**config.mk**
```make
export PLATFORM = sky130hd
export DESIGN_NAME = sccu_core
export DESIGN_NICKNAME = d
export VERILOG_FILES = /design/src/common/sccu_pkg.sv /design/src/hw/sccu_crc8.sv /design/src/hw/sccu_core.sv
export VERILOG_INCLUDE_DIRS = /design/src /design/src/common
export SDC_FILE = /design/constraint.sdc
export NUM_CORES = 1
export LEC_CHECK = 0
export ABC_AREA = 0
export BUFFER_PORTS_ARGS = -buffer_cell sky130_fd_sc_hd__buf_2
export CAP_MARGIN = 20
export CORE_AREA = 2 2 124 126
export DETAILED_ROUTE_END_ITERATION = 10
export DIE_AREA = 0 0 126 128
export PLACE_DENSITY = 0.79
export SETUP_SLACK_MARGIN = 0.02
export SLEW_MARGIN = 20
export SYNTH_ARGS = -nofsm -noshare
export SYNTH_HDL_FRONTEND = slang
export SYNTH_SLANG_ARGS = --single-unit
```
**constraint.sdc**
```tcl
create_clock -name mclk_i -period 3.45 [get_ports mclk_i]
set_clock_uncertainty 0.15 [all_clocks]
set_input_delay 0.1725 -clock mclk_i [delete_from_list [all_inputs] [get_ports mclk_i]]
set_output_delay 0.1725 -clock mclk_i [all_outputs]
set_load 0.005 [all_outputs]
```
**src/common/sccu_regs.svh**
```systemverilog
// Function
// break finishes running measurement, then leaves periodic mode, within 15 ms.
// master should send break before other commands, fetch excepted.
// system reset from soft reset command, reset pin low pulse, power-up.
// commands are ignored while the reset procedure runs.
// nine SCL pulses with SDA high, then START, reset the serial interface; code resets it on the ninth pulse, without waiting for START.
// interface recovery keeps status word and touches nothing else.
// soft reset 0x30A2 when idle resets controller and reloads calibration.
// calibration data reloads before every measurement.
// general call 0x00 then 0x06 resets like the pin, when traffic works.
// external reset pin must stay low at least 350 ns.
// heater on by 0x306D, off by 0x3066.
// heater off after any reset; status bit 13 shows heater state.
// command 0xF32D returns status word MSB first plus CRC on next read.
// clear-status 0x3041 zeroes status bits 15, 10 and 4.
// status bit 15 set while an alert is pending; reset value one.
// status bit 4 set by any reset, held until clear-status.
// status bit 1 set on rejected command, cleared on successful one.
// status bit 0 shows checksum result of last write transfer.
// reserved status bits read zero.
// each data word carries CRC-8, poly 0x31, init 0xFF, no reflection.
// temperature leaves as 16-bit unsigned compensated raw value.
// consumer converts raw value to degrees with offset and factor.
// command is START, write header, two bytes, each byte acknowledged.
// on reads, device stops sending after a byte not acknowledged.
// command cut by STOP before two bytes is discarded.
// disallowed commands during periodic mode set command-status error bit.
`ifndef SCCU_REGS_SVH
`define SCCU_REGS_SVH
`define SCCU_CMD_SOFT_RESET 16'h30a2
`define SCCU_CMD_HEATER_ON 16'h306d
`define SCCU_CMD_HEATER_OFF 16'h3066
`define SCCU_CMD_READ_STATUS 16'hf32d
`define SCCU_CMD_CLEAR_STATUS 16'h3041
`define SCCU_GC_ADDR 7'h00
`define SCCU_GC_RESET 8'h06
`define SCCU_CRC_POLY 8'h31
`define SCCU_CRC_INIT 8'hff
`define SCCU_CRC_XOROUT 8'h00
`define SCCU_ST_ALERT 15
`define SCCU_ST_HEATER 13
`define SCCU_ST_TRACK 10
`define SCCU_ST_RESET 4
`define SCCU_ST_CMD 1
`define SCCU_ST_WCRC 0
`define SCCU_CLK_NS 10
`define SCCU_RSTPIN_MIN_NS 350
`define SCCU_RSTPIN_CYC ((`SCCU_RSTPIN_MIN_NS + `SCCU_CLK_NS - 1) / `SCCU_CLK_NS)
`define SCCU_BREAK_MAX_MS 15
`define SCCU_BREAK_CYC (`SCCU_BREAK_MAX_MS * 1000000 / `SCCU_CLK_NS)
`define SCCU_RECOVER_PULSES 9
`endif

```
**src/common/sccu_pkg.sv**
```systemverilog
package sccu_pkg;
    // serial link phases
    typedef enum logic [2:0] {
        SCCU_IDLE, SCCU_ADDR, SCCU_ACK, SCCU_RX, SCCU_TX, SCCU_TX_ACK, SCCU_SKIP
    } sccu_link_st_t;
endpackage : sccu_pkg

```
**src/hw/sccu_crc8.sv**
```systemverilog
`timescale 1ns/1ps
`include "sccu_regs.svh"
module sccu_crc8 (
    input wire logic mclk_i,
    input wire logic ce_i,
    input wire logic [15:0] word_i,
    output logic [7:0] crc_o
);
    logic [7:0] crc_r;
    logic [7:0] crc_nxt;

    // msb-first crc-8 over one word
    function automatic logic [7:0] sccu_crc_word(input logic [15:0] w);
        logic [7:0] c;
        c = `SCCU_CRC_INIT;
        for (int i = 15; i >= 0; i--) begin
            c = (c[7] ^ w[i]) ? ({c[6:0], 1'b0} ^ `SCCU_CRC_POLY) : {c[6:0], 1'b0};
        end
        return c ^ `SCCU_CRC_XOROUT;
    endfunction : sccu_crc_word

    always_comb begin
        crc_nxt = sccu_crc_word(word_i);
    end

    always_ff @(posedge mclk_i) begin
        if (ce_i) begin
            crc_r <= crc_nxt;
        end
    end

    assign crc_o = crc_r;
endmodule : sccu_crc8

```
**src/hw/sccu_core.sv**
```systemverilog
`timescale 1ns/1ps
`include "sccu_regs.svh"
module sccu_core import sccu_pkg::*; #(
    parameter logic [6:0] DEV_ADDR = 7'h45,
    parameter logic [15:0] BREAK_CMD = 16'h0001,
    parameter logic [15:0] FETCH_CMD = 16'h0002,
    parameter int RST_DUR = 16,
    parameter int BREAK_CYC = `SCCU_BREAK_CYC
) (
    input wire logic mclk_i,
    input wire logic rst_i,
    input wire logic ce_i,
    input wire logic scl_i,
    input wire logic sda_i,
    output logic sda_o,
    output logic sda_oe_n_o,
    input wire logic ext_reset_low_i,
    input wire logic periodic_i,
    input wire logic meas_busy_i,
    input wire logic meas_start_i,
    input wire logic alert_i,
    input wire logic track_alert_i,
    input wire logic [15:0] temp_word_i,
    output logic [15:0] status_o,
    output logic heater_on_o,
    output logic sys_reset_o,
    output logic cal_reload_o,
    output logic leave_periodic_o,
    output logic intf_reset_o,
    output logic [15:0] cmd_o,
    output logic cmd_valid_o,
    output logic [15:0] wr_word_o,
    output logic wr_valid_o
);
    localparam logic [3:0] REC_LAST = 4'(`SCCU_RECOVER_PULSES - 1);
    localparam logic [5:0] PIN_CYC = 6'(`SCCU_RSTPIN_CYC);
    localparam logic [7:0] RST_LEN = 8'(RST_DUR);
    localparam logic [20:0] BRK_LAST = 21'(BREAK_CYC - 1);

    // ------------------------------------------------------------
    // pin synchronisers
    // ------------------------------------------------------------
    logic scl_s1, scl_s2, scl_s3, sda_s1, sda_s2, sda_s3, rstn_s1, rstn_s2;
    always_ff @(posedge mclk_i) begin
        if (rst_i) begin
            {scl_s1, scl_s2, scl_s3} <= 3'h7;
            {sda_s1, sda_s2, sda_s3} <= 3'h7;
            {rstn_s1, rstn_s2} <= 2'h3;
        end else if (ce_i) begin
            {scl_s1, scl_s2, scl_s3} <= {scl_i, scl_s1, scl_s2};
            {sda_s1, sda_s2, sda_s3} <= {sda_i, sda_s1, sda_s2};
            {rstn_s1, rstn_s2} <= {ext_reset_low_i, rstn_s1};
        end
    end

    logic scl_rise, scl_fall, bus_start, bus_stop;
    assign scl_rise = scl_s2 & ~scl_s3;
    assign scl_fall = ~scl_s2 & scl_s3;
    assign bus_start = scl_s2 & scl_s3 & sda_s3 & ~sda_s2;
    assign bus_stop = scl_s2 & scl_s3 & ~sda_s3 & sda_s2;

    // ------------------------------------------------------------
    // serial link
    // ------------------------------------------------------------
    sccu_link_st_t st_r, st_nxt;
    logic [3:0] bit_r, bit_nxt, rec_r, rec_nxt;
    logic [2:0] idx_r, idx_nxt;
    logic [7:0] sh_r, sh_nxt, tx_r, tx_nxt, wcrc_r, wcrc_nxt;
    logic [15:0] cmd_r, cmd_nxt, data_r, data_nxt, txw_r, txw_nxt;
    logic gc_r, gc_nxt, rd_r, rd_nxt, drv_r, drv_nxt;
    logic done_r, done_nxt, gcrst_r, gcrst_nxt, wchk_r, wchk_nxt, rec_p_r, rec_p_nxt;
    logic [7:0] tx_crc, rx_crc, tx_byte;
    logic busy, rd_status_r;

    sccu_crc8 u_tx_crc (.mclk_i(mclk_i), .ce_i(ce_i), .word_i(txw_r), .crc_o(tx_crc));
    sccu_crc8 u_rx_crc (.mclk_i(mclk_i), .ce_i(ce_i), .word_i(data_r), .crc_o(rx_crc));

    // byte sent at each read position: msb, lsb, crc
    always_comb begin
        if (idx_r == 3'h0) begin
            tx_byte = txw_r[15:8];
        end else if (idx_r == 3'h1) begin
            tx_byte = txw_r[7:0];
        end else begin
            tx_byte = tx_crc;
        end
    end

    // link next state
    always_comb begin
        st_nxt = st_r;
        bit_nxt = bit_r;
        rec_nxt = rec_r;
        idx_nxt = idx_r;
        sh_nxt = sh_r;
        tx_nxt = tx_r;
        wcrc_nxt = wcrc_r;
        cmd_nxt = cmd_r;
        data_nxt = data_r;
        txw_nxt = txw_r;
        gc_nxt = gc_r;
        rd_nxt = rd_r;
        drv_nxt = drv_r;
        done_nxt = 1'b0;
        gcrst_nxt = 1'b0;
        wchk_nxt = 1'b0;
        rec_p_nxt = 1'b0;
        if (scl_rise) begin
            rec_nxt = sda_s2 ? ((rec_r > REC_LAST) ? rec_r : rec_r + 4'h1) : 4'h0;
        end
        if (bus_start) begin
            st_nxt = SCCU_ADDR;
            bit_nxt = 4'h0;
            idx_nxt = 3'h0;
            drv_nxt = 1'b0;
            rec_nxt = 4'h0;
        end else if (bus_stop) begin
            st_nxt = SCCU_IDLE;
            drv_nxt = 1'b0;
        end else if (scl_rise && sda_s2 && rec_r == REC_LAST) begin
            st_nxt = SCCU_IDLE;
            drv_nxt = 1'b0;
            rec_p_nxt = 1'b1;
        end else begin
            case (st_r)
                SCCU_ADDR: begin
                    if (scl_rise) begin
                        sh_nxt = {sh_r[6:0], sda_s2};
                        bit_nxt = bit_r + 4'h1;
                    end else if (scl_fall && bit_r == 4'h8) begin
                        bit_nxt = 4'h0;
                        gc_nxt = sh_r[7:1] == `SCCU_GC_ADDR;
                        rd_nxt = sh_r[0];
                        txw_nxt = rd_status_r ? status_o : temp_word_i;
                        if (!busy && (sh_r[7:1] == DEV_ADDR ||
                                (sh_r[7:1] == `SCCU_GC_ADDR && !sh_r[0]))) begin
                            st_nxt = SCCU_ACK;
                            drv_nxt = 1'b1;
                        end else begin
                            st_nxt = SCCU_SKIP;
                        end
                    end
                end
                SCCU_ACK: begin
                    if (scl_fall) begin
                        bit_nxt = 4'h1;
                        st_nxt = rd_r ? SCCU_TX : SCCU_RX;
                        drv_nxt = rd_r & ~tx_byte[7];
                        tx_nxt = {tx_byte[6:0], 1'b0};
                        if (!rd_r) begin
                            bit_nxt = 4'h0;
                        end
                    end
                end
                SCCU_RX: begin
                    if (scl_rise) begin
                        sh_nxt = {sh_r[6:0], sda_s2};
                        bit_nxt = bit_r + 4'h1;
                    end else if (scl_fall && bit_r == 4'h8) begin
                        bit_nxt = 4'h0;
                        st_nxt = SCCU_ACK;
                        drv_nxt = 1'b1;
                        idx_nxt = idx_r + 3'h1;
                        if (busy || idx_r > 3'h4 || (gc_r && idx_r != 3'h0)) begin
                            st_nxt = SCCU_SKIP;
                            drv_nxt = 1'b0;
                        end else if (gc_r) begin
                            gcrst_nxt = sh_r == `SCCU_GC_RESET;
                            st_nxt = (sh_r == `SCCU_GC_RESET) ? SCCU_ACK : SCCU_SKIP;
                            drv_nxt = sh_r == `SCCU_GC_RESET;
                        end else if (idx_r == 3'h0) begin
                            cmd_nxt[15:8] = sh_r;
                        end else if (idx_r == 3'h1) begin
                            cmd_nxt[7:0] = sh_r;
                            done_nxt = 1'b1;
                        end else if (idx_r == 3'h2) begin
                            data_nxt[15:8] = sh_r;
                        end else if (idx_r == 3'h3) begin
                            data_nxt[7:0] = sh_r;
                        end else begin
                            wcrc_nxt = sh_r;
                            wchk_nxt = 1'b1;
                        end
                    end
                end
                SCCU_TX: begin
                    if (scl_fall) begin
                        if (bit_r == 4'h8) begin
                            drv_nxt = 1'b0;
                            st_nxt = SCCU_TX_ACK;
                        end else begin
                            drv_nxt = ~tx_r[7];
                            tx_nxt = {tx_r[6:0], 1'b0};
                            bit_nxt = bit_r + 4'h1;
                        end
                    end
                end
                SCCU_TX_ACK: begin
                    if (scl_rise) begin
                        idx_nxt = idx_r + 3'h1;
                        st_nxt = (sda_s2 || idx_r == 3'h2) ? SCCU_SKIP : SCCU_ACK;
                    end
                end
                default: begin
                    drv_nxt = 1'b0;
                end
            endcase
        end
    end

    always_ff @(posedge mclk_i) begin
        if (rst_i) begin
            st_r <= SCCU_IDLE;
            bit_r <= 4'h0;
            rec_r <= 4'h0;
            idx_r <= 3'h0;
            sh_r <= 8'h00;
            tx_r <= 8'h00;
            wcrc_r <= 8'h00;
            cmd_r <= 16'h0000;
            data_r <= 16'h0000;
            txw_r <= 16'h0000;
            {gc_r, rd_r, drv_r, done_r, gcrst_r, wchk_r, rec_p_r} <= 7'h00;
        end else if (ce_i) begin
            st_r <= st_nxt;
            bit_r <= bit_nxt;
            rec_r <= rec_nxt;
            idx_r <= idx_nxt;
            sh_r <= sh_nxt;
            tx_r <= tx_nxt;
            wcrc_r <= wcrc_nxt;
            cmd_r <= cmd_nxt;
            data_r <= data_nxt;
            txw_r <= txw_nxt;
            {gc_r, rd_r, drv_r, done_r} <= {gc_nxt, rd_nxt, drv_nxt, done_nxt};
            {gcrst_r, wchk_r, rec_p_r} <= {gcrst_nxt, wchk_nxt, rec_p_nxt};
        end
    end

    // ------------------------------------------------------------
    // reset, commands and status
    // ------------------------------------------------------------
    logic alert_r, alert_nxt, heat_r, heat_nxt, track_r, track_nxt, rflag_r, rflag_nxt;
    logic cerr_r, cerr_nxt, werr_r, werr_nxt, rd_status_nxt, brk_r, brk_nxt;
    logic cal_r, cal_nxt, leave_r, leave_nxt, fwd_r, fwd_nxt, wv_r, wv_nxt;
    logic [7:0] rcnt_r, rcnt_nxt;
    logic [5:0] pin_r, pin_nxt;
    logic [20:0] bcnt_r, bcnt_nxt;
    logic go_rst, exec, allowed;

    assign busy = rcnt_r != 8'h00;
    assign exec = done_r & ~busy;
    assign allowed = cmd_r == BREAK_CMD || cmd_r == FETCH_CMD ||
        cmd_r == `SCCU_CMD_READ_STATUS;

    // control next state
    always_comb begin
        alert_nxt = alert_r;
        heat_nxt = heat_r;
        track_nxt = track_r;
        rflag_nxt = rflag_r;
        cerr_nxt = cerr_r;
        werr_nxt = werr_r;
        rd_status_nxt = rd_status_r;
        brk_nxt = brk_r;
        bcnt_nxt = bcnt_r;
        rcnt_nxt = busy ? rcnt_r - 8'h01 : rcnt_r;
        pin_nxt = rstn_s2 ? 6'h00 : ((pin_r == PIN_CYC) ? pin_r : pin_r + 6'h01);
        go_rst = gcrst_r | (~rstn_s2 & pin_r >= PIN_CYC - 6'h01);
        cal_nxt = meas_start_i;
        leave_nxt = 1'b0;
        fwd_nxt = 1'b0;
        wv_nxt = 1'b0;
        if (wchk_r && !busy) begin
            werr_nxt = wcrc_r != rx_crc;
            wv_nxt = wcrc_r == rx_crc;
        end
        if (exec) begin
            cerr_nxt = 1'b0;
            if (periodic_i && !allowed) begin
                cerr_nxt = 1'b1;
            end else if (cmd_r == BREAK_CMD) begin
                brk_nxt = 1'b1;
                bcnt_nxt = 21'h000000;
            end else if (cmd_r == `SCCU_CMD_SOFT_RESET) begin
                go_rst = go_rst | (~meas_busy_i & ~periodic_i);
                cerr_nxt = meas_busy_i | periodic_i;
            end else if (cmd_r == `SCCU_CMD_HEATER_ON) begin
                heat_nxt = 1'b1;
            end else if (cmd_r == `SCCU_CMD_HEATER_OFF) begin
                heat_nxt = 1'b0;
            end else if (cmd_r == `SCCU_CMD_READ_STATUS) begin
                rd_status_nxt = 1'b1;
            end else if (cmd_r == `SCCU_CMD_CLEAR_STATUS) begin
                {alert_nxt, track_nxt, rflag_nxt} = 3'h0;
            end else begin
                rd_status_nxt = 1'b0;
                fwd_nxt = 1'b1;
            end
        end
        // break waits for running measurement, bounded
        if (brk_r) begin
            if (!meas_busy_i || bcnt_r == BRK_LAST) begin
                brk_nxt = 1'b0;
                leave_nxt = 1'b1;
            end else begin
                bcnt_nxt = bcnt_r + 21'h000001;
            end
        end
        // hardware events win over a clear in the same cycle
        if (track_alert_i) begin
            track_nxt = 1'b1;
        end
        if (alert_i || track_alert_i) begin
            alert_nxt = 1'b1;
        end
        if (go_rst) begin
            rcnt_nxt = RST_LEN;
            heat_nxt = 1'b0;
            alert_nxt = 1'b1;
            rflag_nxt = 1'b1;
            {track_nxt, cerr_nxt, werr_nxt, rd_status_nxt, brk_nxt} = 5'h00;
            cal_nxt = rstn_s2 | (pin_r != PIN_CYC);
            fwd_nxt = 1'b0;
        end
    end

    always_ff @(posedge mclk_i) begin
        if (rst_i) begin
            rcnt_r <= RST_LEN;
            pin_r <= 6'h00;
            bcnt_r <= 21'h000000;
            {alert_r, heat_r, track_r, rflag_r} <= 4'h9;
            {cerr_r, werr_r, rd_status_r, brk_r} <= 4'h0;
            {cal_r, leave_r, fwd_r, wv_r} <= 4'h0;
        end else if (ce_i) begin
            rcnt_r <= rcnt_nxt;
            pin_r <= pin_nxt;
            bcnt_r <= bcnt_nxt;
            {alert_r, heat_r, track_r, rflag_r} <= {alert_nxt, heat_nxt, track_nxt, rflag_nxt};
            {cerr_r, werr_r, rd_status_r, brk_r} <= {cerr_nxt, werr_nxt, rd_status_nxt, brk_nxt};
            {cal_r, leave_r, fwd_r, wv_r} <= {cal_nxt, leave_nxt, fwd_nxt, wv_nxt};
        end
    end

    // status word, reserved bits zero
    always_comb begin
        status_o = 16'h0000;
        status_o[`SCCU_ST_ALERT] = alert_r;
        status_o[`SCCU_ST_HEATER] = heat_r;
        status_o[`SCCU_ST_TRACK] = track_r;
        status_o[`SCCU_ST_RESET] = rflag_r;
        status_o[`SCCU_ST_CMD] = cerr_r;
        status_o[`SCCU_ST_WCRC] = werr_r;
    end

    assign sda_o = 1'b0;
    assign sda_oe_n_o = ~drv_r;
    assign heater_on_o = heat_r;
    assign sys_reset_o = busy;
    assign cal_reload_o = cal_r;
    assign leave_periodic_o = leave_r;
    assign intf_reset_o = rec_p_r;
    assign cmd_o = cmd_r;
    assign cmd_valid_o = fwd_r;
    assign wr_word_o = data_r;
    assign wr_valid_o = wv_r;
endmodule : sccu_core

```
Yosys cells after proc, flatten, opt, wreduce, memory -nomap -nowiden
Index checks and enable logic that the tools add are counted.
Cells by class
  add/sub/neg operators: 6
  $lt $le $gt $ge: 3
  equal/unequal tests: 67
  mux-type cells: 193
  bitwise logic cells: 96
  reduce and logical (&&, ||, !) cells: 61
Operators with widths (count)
  $mux 6: 34
  $mux 1: 106
  $mux 21: 5
  $not 3->3: 30
  $mux 3: 23
  $eq 16x14->1 const B: 4
  $mux 8: 7
  $mux 4: 12
  $ne 5x5->1 const B: 9
  $ne 3x3->1 const B: 14
  $reduce_and 9->1: 4
  $reduce_and 13->1: 2
  $xor 1x1->1: 26
  $ne 2x2->1 const B: 12
  $reduce_and 8->1: 3
  $add 21x1->21 const B: 1
  $eq 21x21->1 const B: 1
  $not 1->1: 21
  $reduce_bool 3->1: 7
  $reduce_and 10->1: 2
  $ne 3x2->1 const B: 6
  $eq 16x1->1 const B: 1
  $eq 16x16->1 const B: 1
  $eq 16x2->1 const B: 1
  43 further kinds: 94
Storage, ports and cells
  bits in registers: 164
  output and inout bits: 57

Logic depth before layout (Yosys ltp)
  depth after elaboration: 31
  gate-level depth with buffers: 10
  mapped depth without buffers: 9

Cells and area by module
Synthesis repeated with hierarchy kept, for this count alone.
Unflattened totals
  cells, all modules: 1016
  area total of the unflattened synthesis: 8973.6 um2
Modules (own cells, without submodules)
  sccu_core: times used 1, cells an instance 942, area an instance 7717.4 um2, sequential area each 2942.8 um2
  sccu_crc8: times used 2, cells an instance 37, area an instance 628.1 um2, sequential area each 240.2 um2

Least setup slack after synthesis
OpenSTA, ideal clock, no wires.
  kind: reg2reg
  start: register rcnt_r[0]
  end: register data_r[1] (netlist: wr_word_o[1])
  setup time: 0.128 ns
  arrival time: 2.219 ns
  data required time: 3.172 ns
  slack: 0.953 ns
  stages on the path, launching flop included: 11
  path buffers: 1
  cells stage by stage: dfxtp_1 > inv_1 > ha_1 > or3b_2 > nor2_4 > inv_2 > or3_4 > nor3b_2 > buf_4 > mux2i_1 > nor2_1
Between the ends
  word-level cells in the longest chain between the ends: 5
Ends and longest elaborated chain
  from (decl): line sccu_core.sv:246  | logic [7:0] rcnt_r, rcnt_nxt;
  from (signal assigned): line sccu_core.sv:337  | rcnt_r <= rcnt_nxt;
  $reduce_bool 8->1: line sccu_core.sv:251  | assign busy = rcnt_r != 8'h00;
  named net sys_reset_o: line sccu_core.sv:26  | output logic sys_reset_o,
  $logic_or 1x1->1 (2 in a row): line sccu_core.sv:164  | if (busy || idx_r > 3'h4 || (gc_r && idx_r != 3'h0)) begin
  $not 1->1 (no source line)
  $reduce_and 13->1 (no source line)
  to (signal assigned): line sccu_core.sv:233  | data_r <= data_nxt;
  to (decl): line sccu_core.sv:69  | logic [15:0] cmd_r, cmd_nxt, data_r, data_nxt, txw_r, txw_nxt;
The timed path passes the listed nets, and every way through them passes these cells.
A chain may end at the register's enable or synchronous reset.

Final worst setup path
  start: register rcnt_r[0]
  end: register data_r[11] (netlist: wr_word_o[11])
Between the ends
  word-level cells in the longest chain between the ends: 5
Ends and longest elaborated chain (line)
  $reduce_bool 8->1: sccu_core.sv:251
  $logic_or 1x1->1 (2 in a row): sccu_core.sv:164
  $not 1->1 (no source line)
  $reduce_and 12->1 (no source line)
No other way between the ends.

==> flow_metrics.py <==
metrics = {
    "synthesis": {
        "synth_seq_cells": 163,
        "synth_area_um2": 8650,
        "synth_area_leader_cell": "dfxtp_1",
        "ys_top_cells_by_count": "dfxtp_1, nor2_1, nand2_1",
        "netlist.area_leader.share_pct": 34.0,
        "yosys.cell_count.top_type": "dfxtp_1",
        "synthArstFlopShare_pct": 0,
        "synth_edf_count": 16,
        "synthCells": 1002,
        "ys.flop_type": "dfxtp_1",
        "ys_types": 78,
        "synth_area_leaders": "dfxtp_1, mux2i_1, xnor2_1",
        "ys_seq_area_share_pct": 39.6,
        "postSynthAreaPerCell_um2": 8.64,
        "synth_warnings": 0,
    },
    "power_and_ir_drop": {
        "p_leak_uw": 0.00373,
        "peakVddDrop_mv": 0.430,
        "powerDensity_nw_per_um2": 444,
    },
    "route": {
        "route.detailed.drc": 0,
        "drt-initial-drc-count": 720,
        "vias_per_cell": 5.96,
        "num_vias": 7531,
        "post_drt_wl_per_cell_um": 17.1,
        "routed_wl_um": 21600,
        "drtAntennaViolNets": 0,
        "drtPass1Iterations": 5,
    },
    "floorplan": {
        "core-area_um2": 14900,
        "die_w_um": 126,
        "die_h_um": 128,
        "rows": 45,
        "initial_core_util_pct": 58.2,
        "pin_count": 84,
        "die_area_um2": 16100,
    },
    "sta": {
        "relSlewSlack_pct": 47.7,
        "tns_ns": 0,
        "setup_viol": 0,
        "hold_viol": 0,
        "period_share_pct": 84.6,
        "tightest_slew_ns": 0.780,
        "max_freq_ghz": 0.343,
        "rsz0062_at_grt": "false",
        "drv_slew": 0,
        "finalCriticalPeriod_ns": 2.92,
    },
    "worst_hold_path": {
        "min-delay-start": "temp_word_i[0]",
        "hp-class": "input port to flop",
        "min_path_cells": 3,
    },
    "finish": {
        "layout-drive-gt1-share_pct": 12.7,
        "final-seq-area_um2": 3420,
        "nets": 1102,
        "multi_input_area_um2": 4840,
        "nFillCells": 1222,
        "instances_no_fill": 1263,
        "syn_to_final_growth_pct": 13.7,
        "final_util_pct": 66.2,
    },
    "cts": {
        "cts_root_buf": "clkbuf_16",
        "cts_tree": "done",
        "postCtsSetupRepairBufs": 0,
        "cts_inserted_buffers": 17,
        "ctsHoldBuffers": 23,
        "htreeDepth": 4,
        "cts-resized-gates": 0,
        "cts_num_sinks": 163,
        "insertion_delay_ns": 0.43,
        "cts_buffer_depth": 2,
        "clk_pin_slew_ns": 0.06,
    },
    "global_route": {
        "grt.overflow.total": 0,
        "grt_first_pass_wirelength_um": 35300,
        "grt_pass1_vias": 7029,
        "grt_max_degree": 68,
        "antenna_found_initial": 1,
        "grt_usage_pct": 27.0,
    },
    "setup_path": {
        "r2r_cells": 9,
        "cp_data_arrival_time_ns": 3.06,
        "crit_slowest_cell": "nand4b_1",
        "critical_path_required_ns": 3.59,
        "r2r_slack_ns": 0.53,
        "critPathMaxStageDelay_ns": 0.54,
        "critPathLaunchType": "flop",
        "r2r_start": "rcnt_r[0]",
        "path_class": "flop to flop",
        "crit_path_cell_trace": "inv_1 -> ha_1 -> or3b_2 -> nor2_4 -> inv_2 -> nor3_1 -> nand4b_1 -> mux2i_1 -> nor2_1",
        "crit_path_end_kind": "flop",
        "worstPathMaxFanout": 8,
        "worstSetupStartpoint": "rcnt_r[0]",
    },
    "placement": {
        "dp_cells": 1208,
        "dp_hpwl_um": 14500,
        "gp_congestion": 0.899,
        "io_buffers": 72,
    },
    "job": {
        "max_cap_violations": 0,
    },
    "outcome": {
        "status": "finished, final reports clean",
    },
}
[sequential cells by signal (all words and copies together), names as in the netlist, 3 cells and up]
name            flops
rec_r               4
bit_r               4
rcnt_r              8
bcnt_r             21
txw_r              16
wcrc_r              8
cmd_o              16
pin_r               6
sh_r                8
st_r                3
u_rx_crc.crc_o      8
idx_r               3
u_tx_crc.crc_o      8
tx_r                7
wr_word_o          16
[kinds of logic after synthesis]
| group | Yosys count | share of synthesized area [%] |
|---|---|---|
| flops | 163 | 39.6 |
| other cells | 1 | 0.0433 |
| compound gates | 192 | 14.3 |
| xor+xnor | 86 | 8.70 |
| simple gates | 392 | 23.5 |
| mux | 60 | 6.98 |
| fa+ha+maj | 13 | 1.88 |
| buf+inv | 95 | 5.10 |
[layout by cell type, fill, tap and decap left out, types with 6 or more instances in the layout]
cell | Yosys | final
a21oi_1 | 72 | 72
buf_2 | 4 | 71
nor2_1 | 125 | 125
or3_1 | 10 | 10
a211oi_1 | 13 | 13
and3_1 | 17 | 17
clkbuf_16 | 0 | 18
nand2b_1 | 12 | 12
nand3b_1 | 9 | 9
nor2b_1 | 9 | 9
a211o_1 | 6 | 6
edfxtp_1 | 16 | 16
dfxtp_1 | 147 | 147
nand2_1 | 86 | 86
nand4_1 | 13 | 13
conb_1 | 1 | 11
inv_1 | 25 | 25
or4_1 | 7 | 7
mux2i_1 | 57 | 57
nor3_1 | 14 | 14
ha_1 | 13 | 13
nor4_1 | 9 | 8
xnor2_1 | 58 | 58
o211ai_1 | 9 | 9
a22oi_1 | 12 | 12
xor2_1 | 28 | 28
a31oi_1 | 10 | 10
dlygate4sd3_1 | 0 | 23
o21ai_0 | 29 | 29
nand3_1 | 36 | 36
[routing by layer]
layer	global-route usage, %	up-vias	part of all wire [%]
met5	0	-	0
met2	46.5	276	49
li1	-	3646	-
met3	5.97	56	5.1
met4	11.1	0	2.9
met1	32.8	3553	43
[layout make-up]
cell class	instances	area share (%)
antenna	1	0.0254
clock buffer	20	4.76
clock inverter	11	1.53
inverter	27	1.03
multi-input combinational	754	49.1
sequential	163	34.8
tap	188	2.39
timing repair buffer	99	6.33
[worst paths after layout]
check / to
worst max-delay path: wr_word_o[11]
worst min-delay path: txw_r[0]
worst max register to register: wr_word_o[11]
worst min register to register: tx_r[5]
[worst max-delay path, delay by kind of cell (launching register included)]
family / cells / cell delay, ns
AND/OR/NAND/NOR: 5 / 1.59
flip-flops: 1 / 0.32
multiplexers: 1 / 0.31
adder cells (fa/ha/maj): 1 / 0.22
buffers and inverters: 2 / 0.18
[power by group]
part,switching (uW),internal (uW)
combinational,226,148
clock,783,1200
sequential,57.1,1950
[per-stage QoR]
| stage | power, uW | instance area (um2) | setup slack (ns) | hold WS (ns) |
|---|---|---|---|---|
| after floorplan | 2300 | 8690 | 0.953 | 0.135 |
| after global placement | 2380 | 8980 | 0.567 | 0.240 |
| after detailed placement | 2390 | 8990 | 0.551 | 0.245 |
| after CTS | 4360 | 9840 | 0.550 | 0.0205 |
| after global routing | 4500 | 9840 | 0.349 | 0.0314 |
| final | 4360 | 9840 | 0.531 | 0.0306 |
Power figures use the tool's default switching activity.
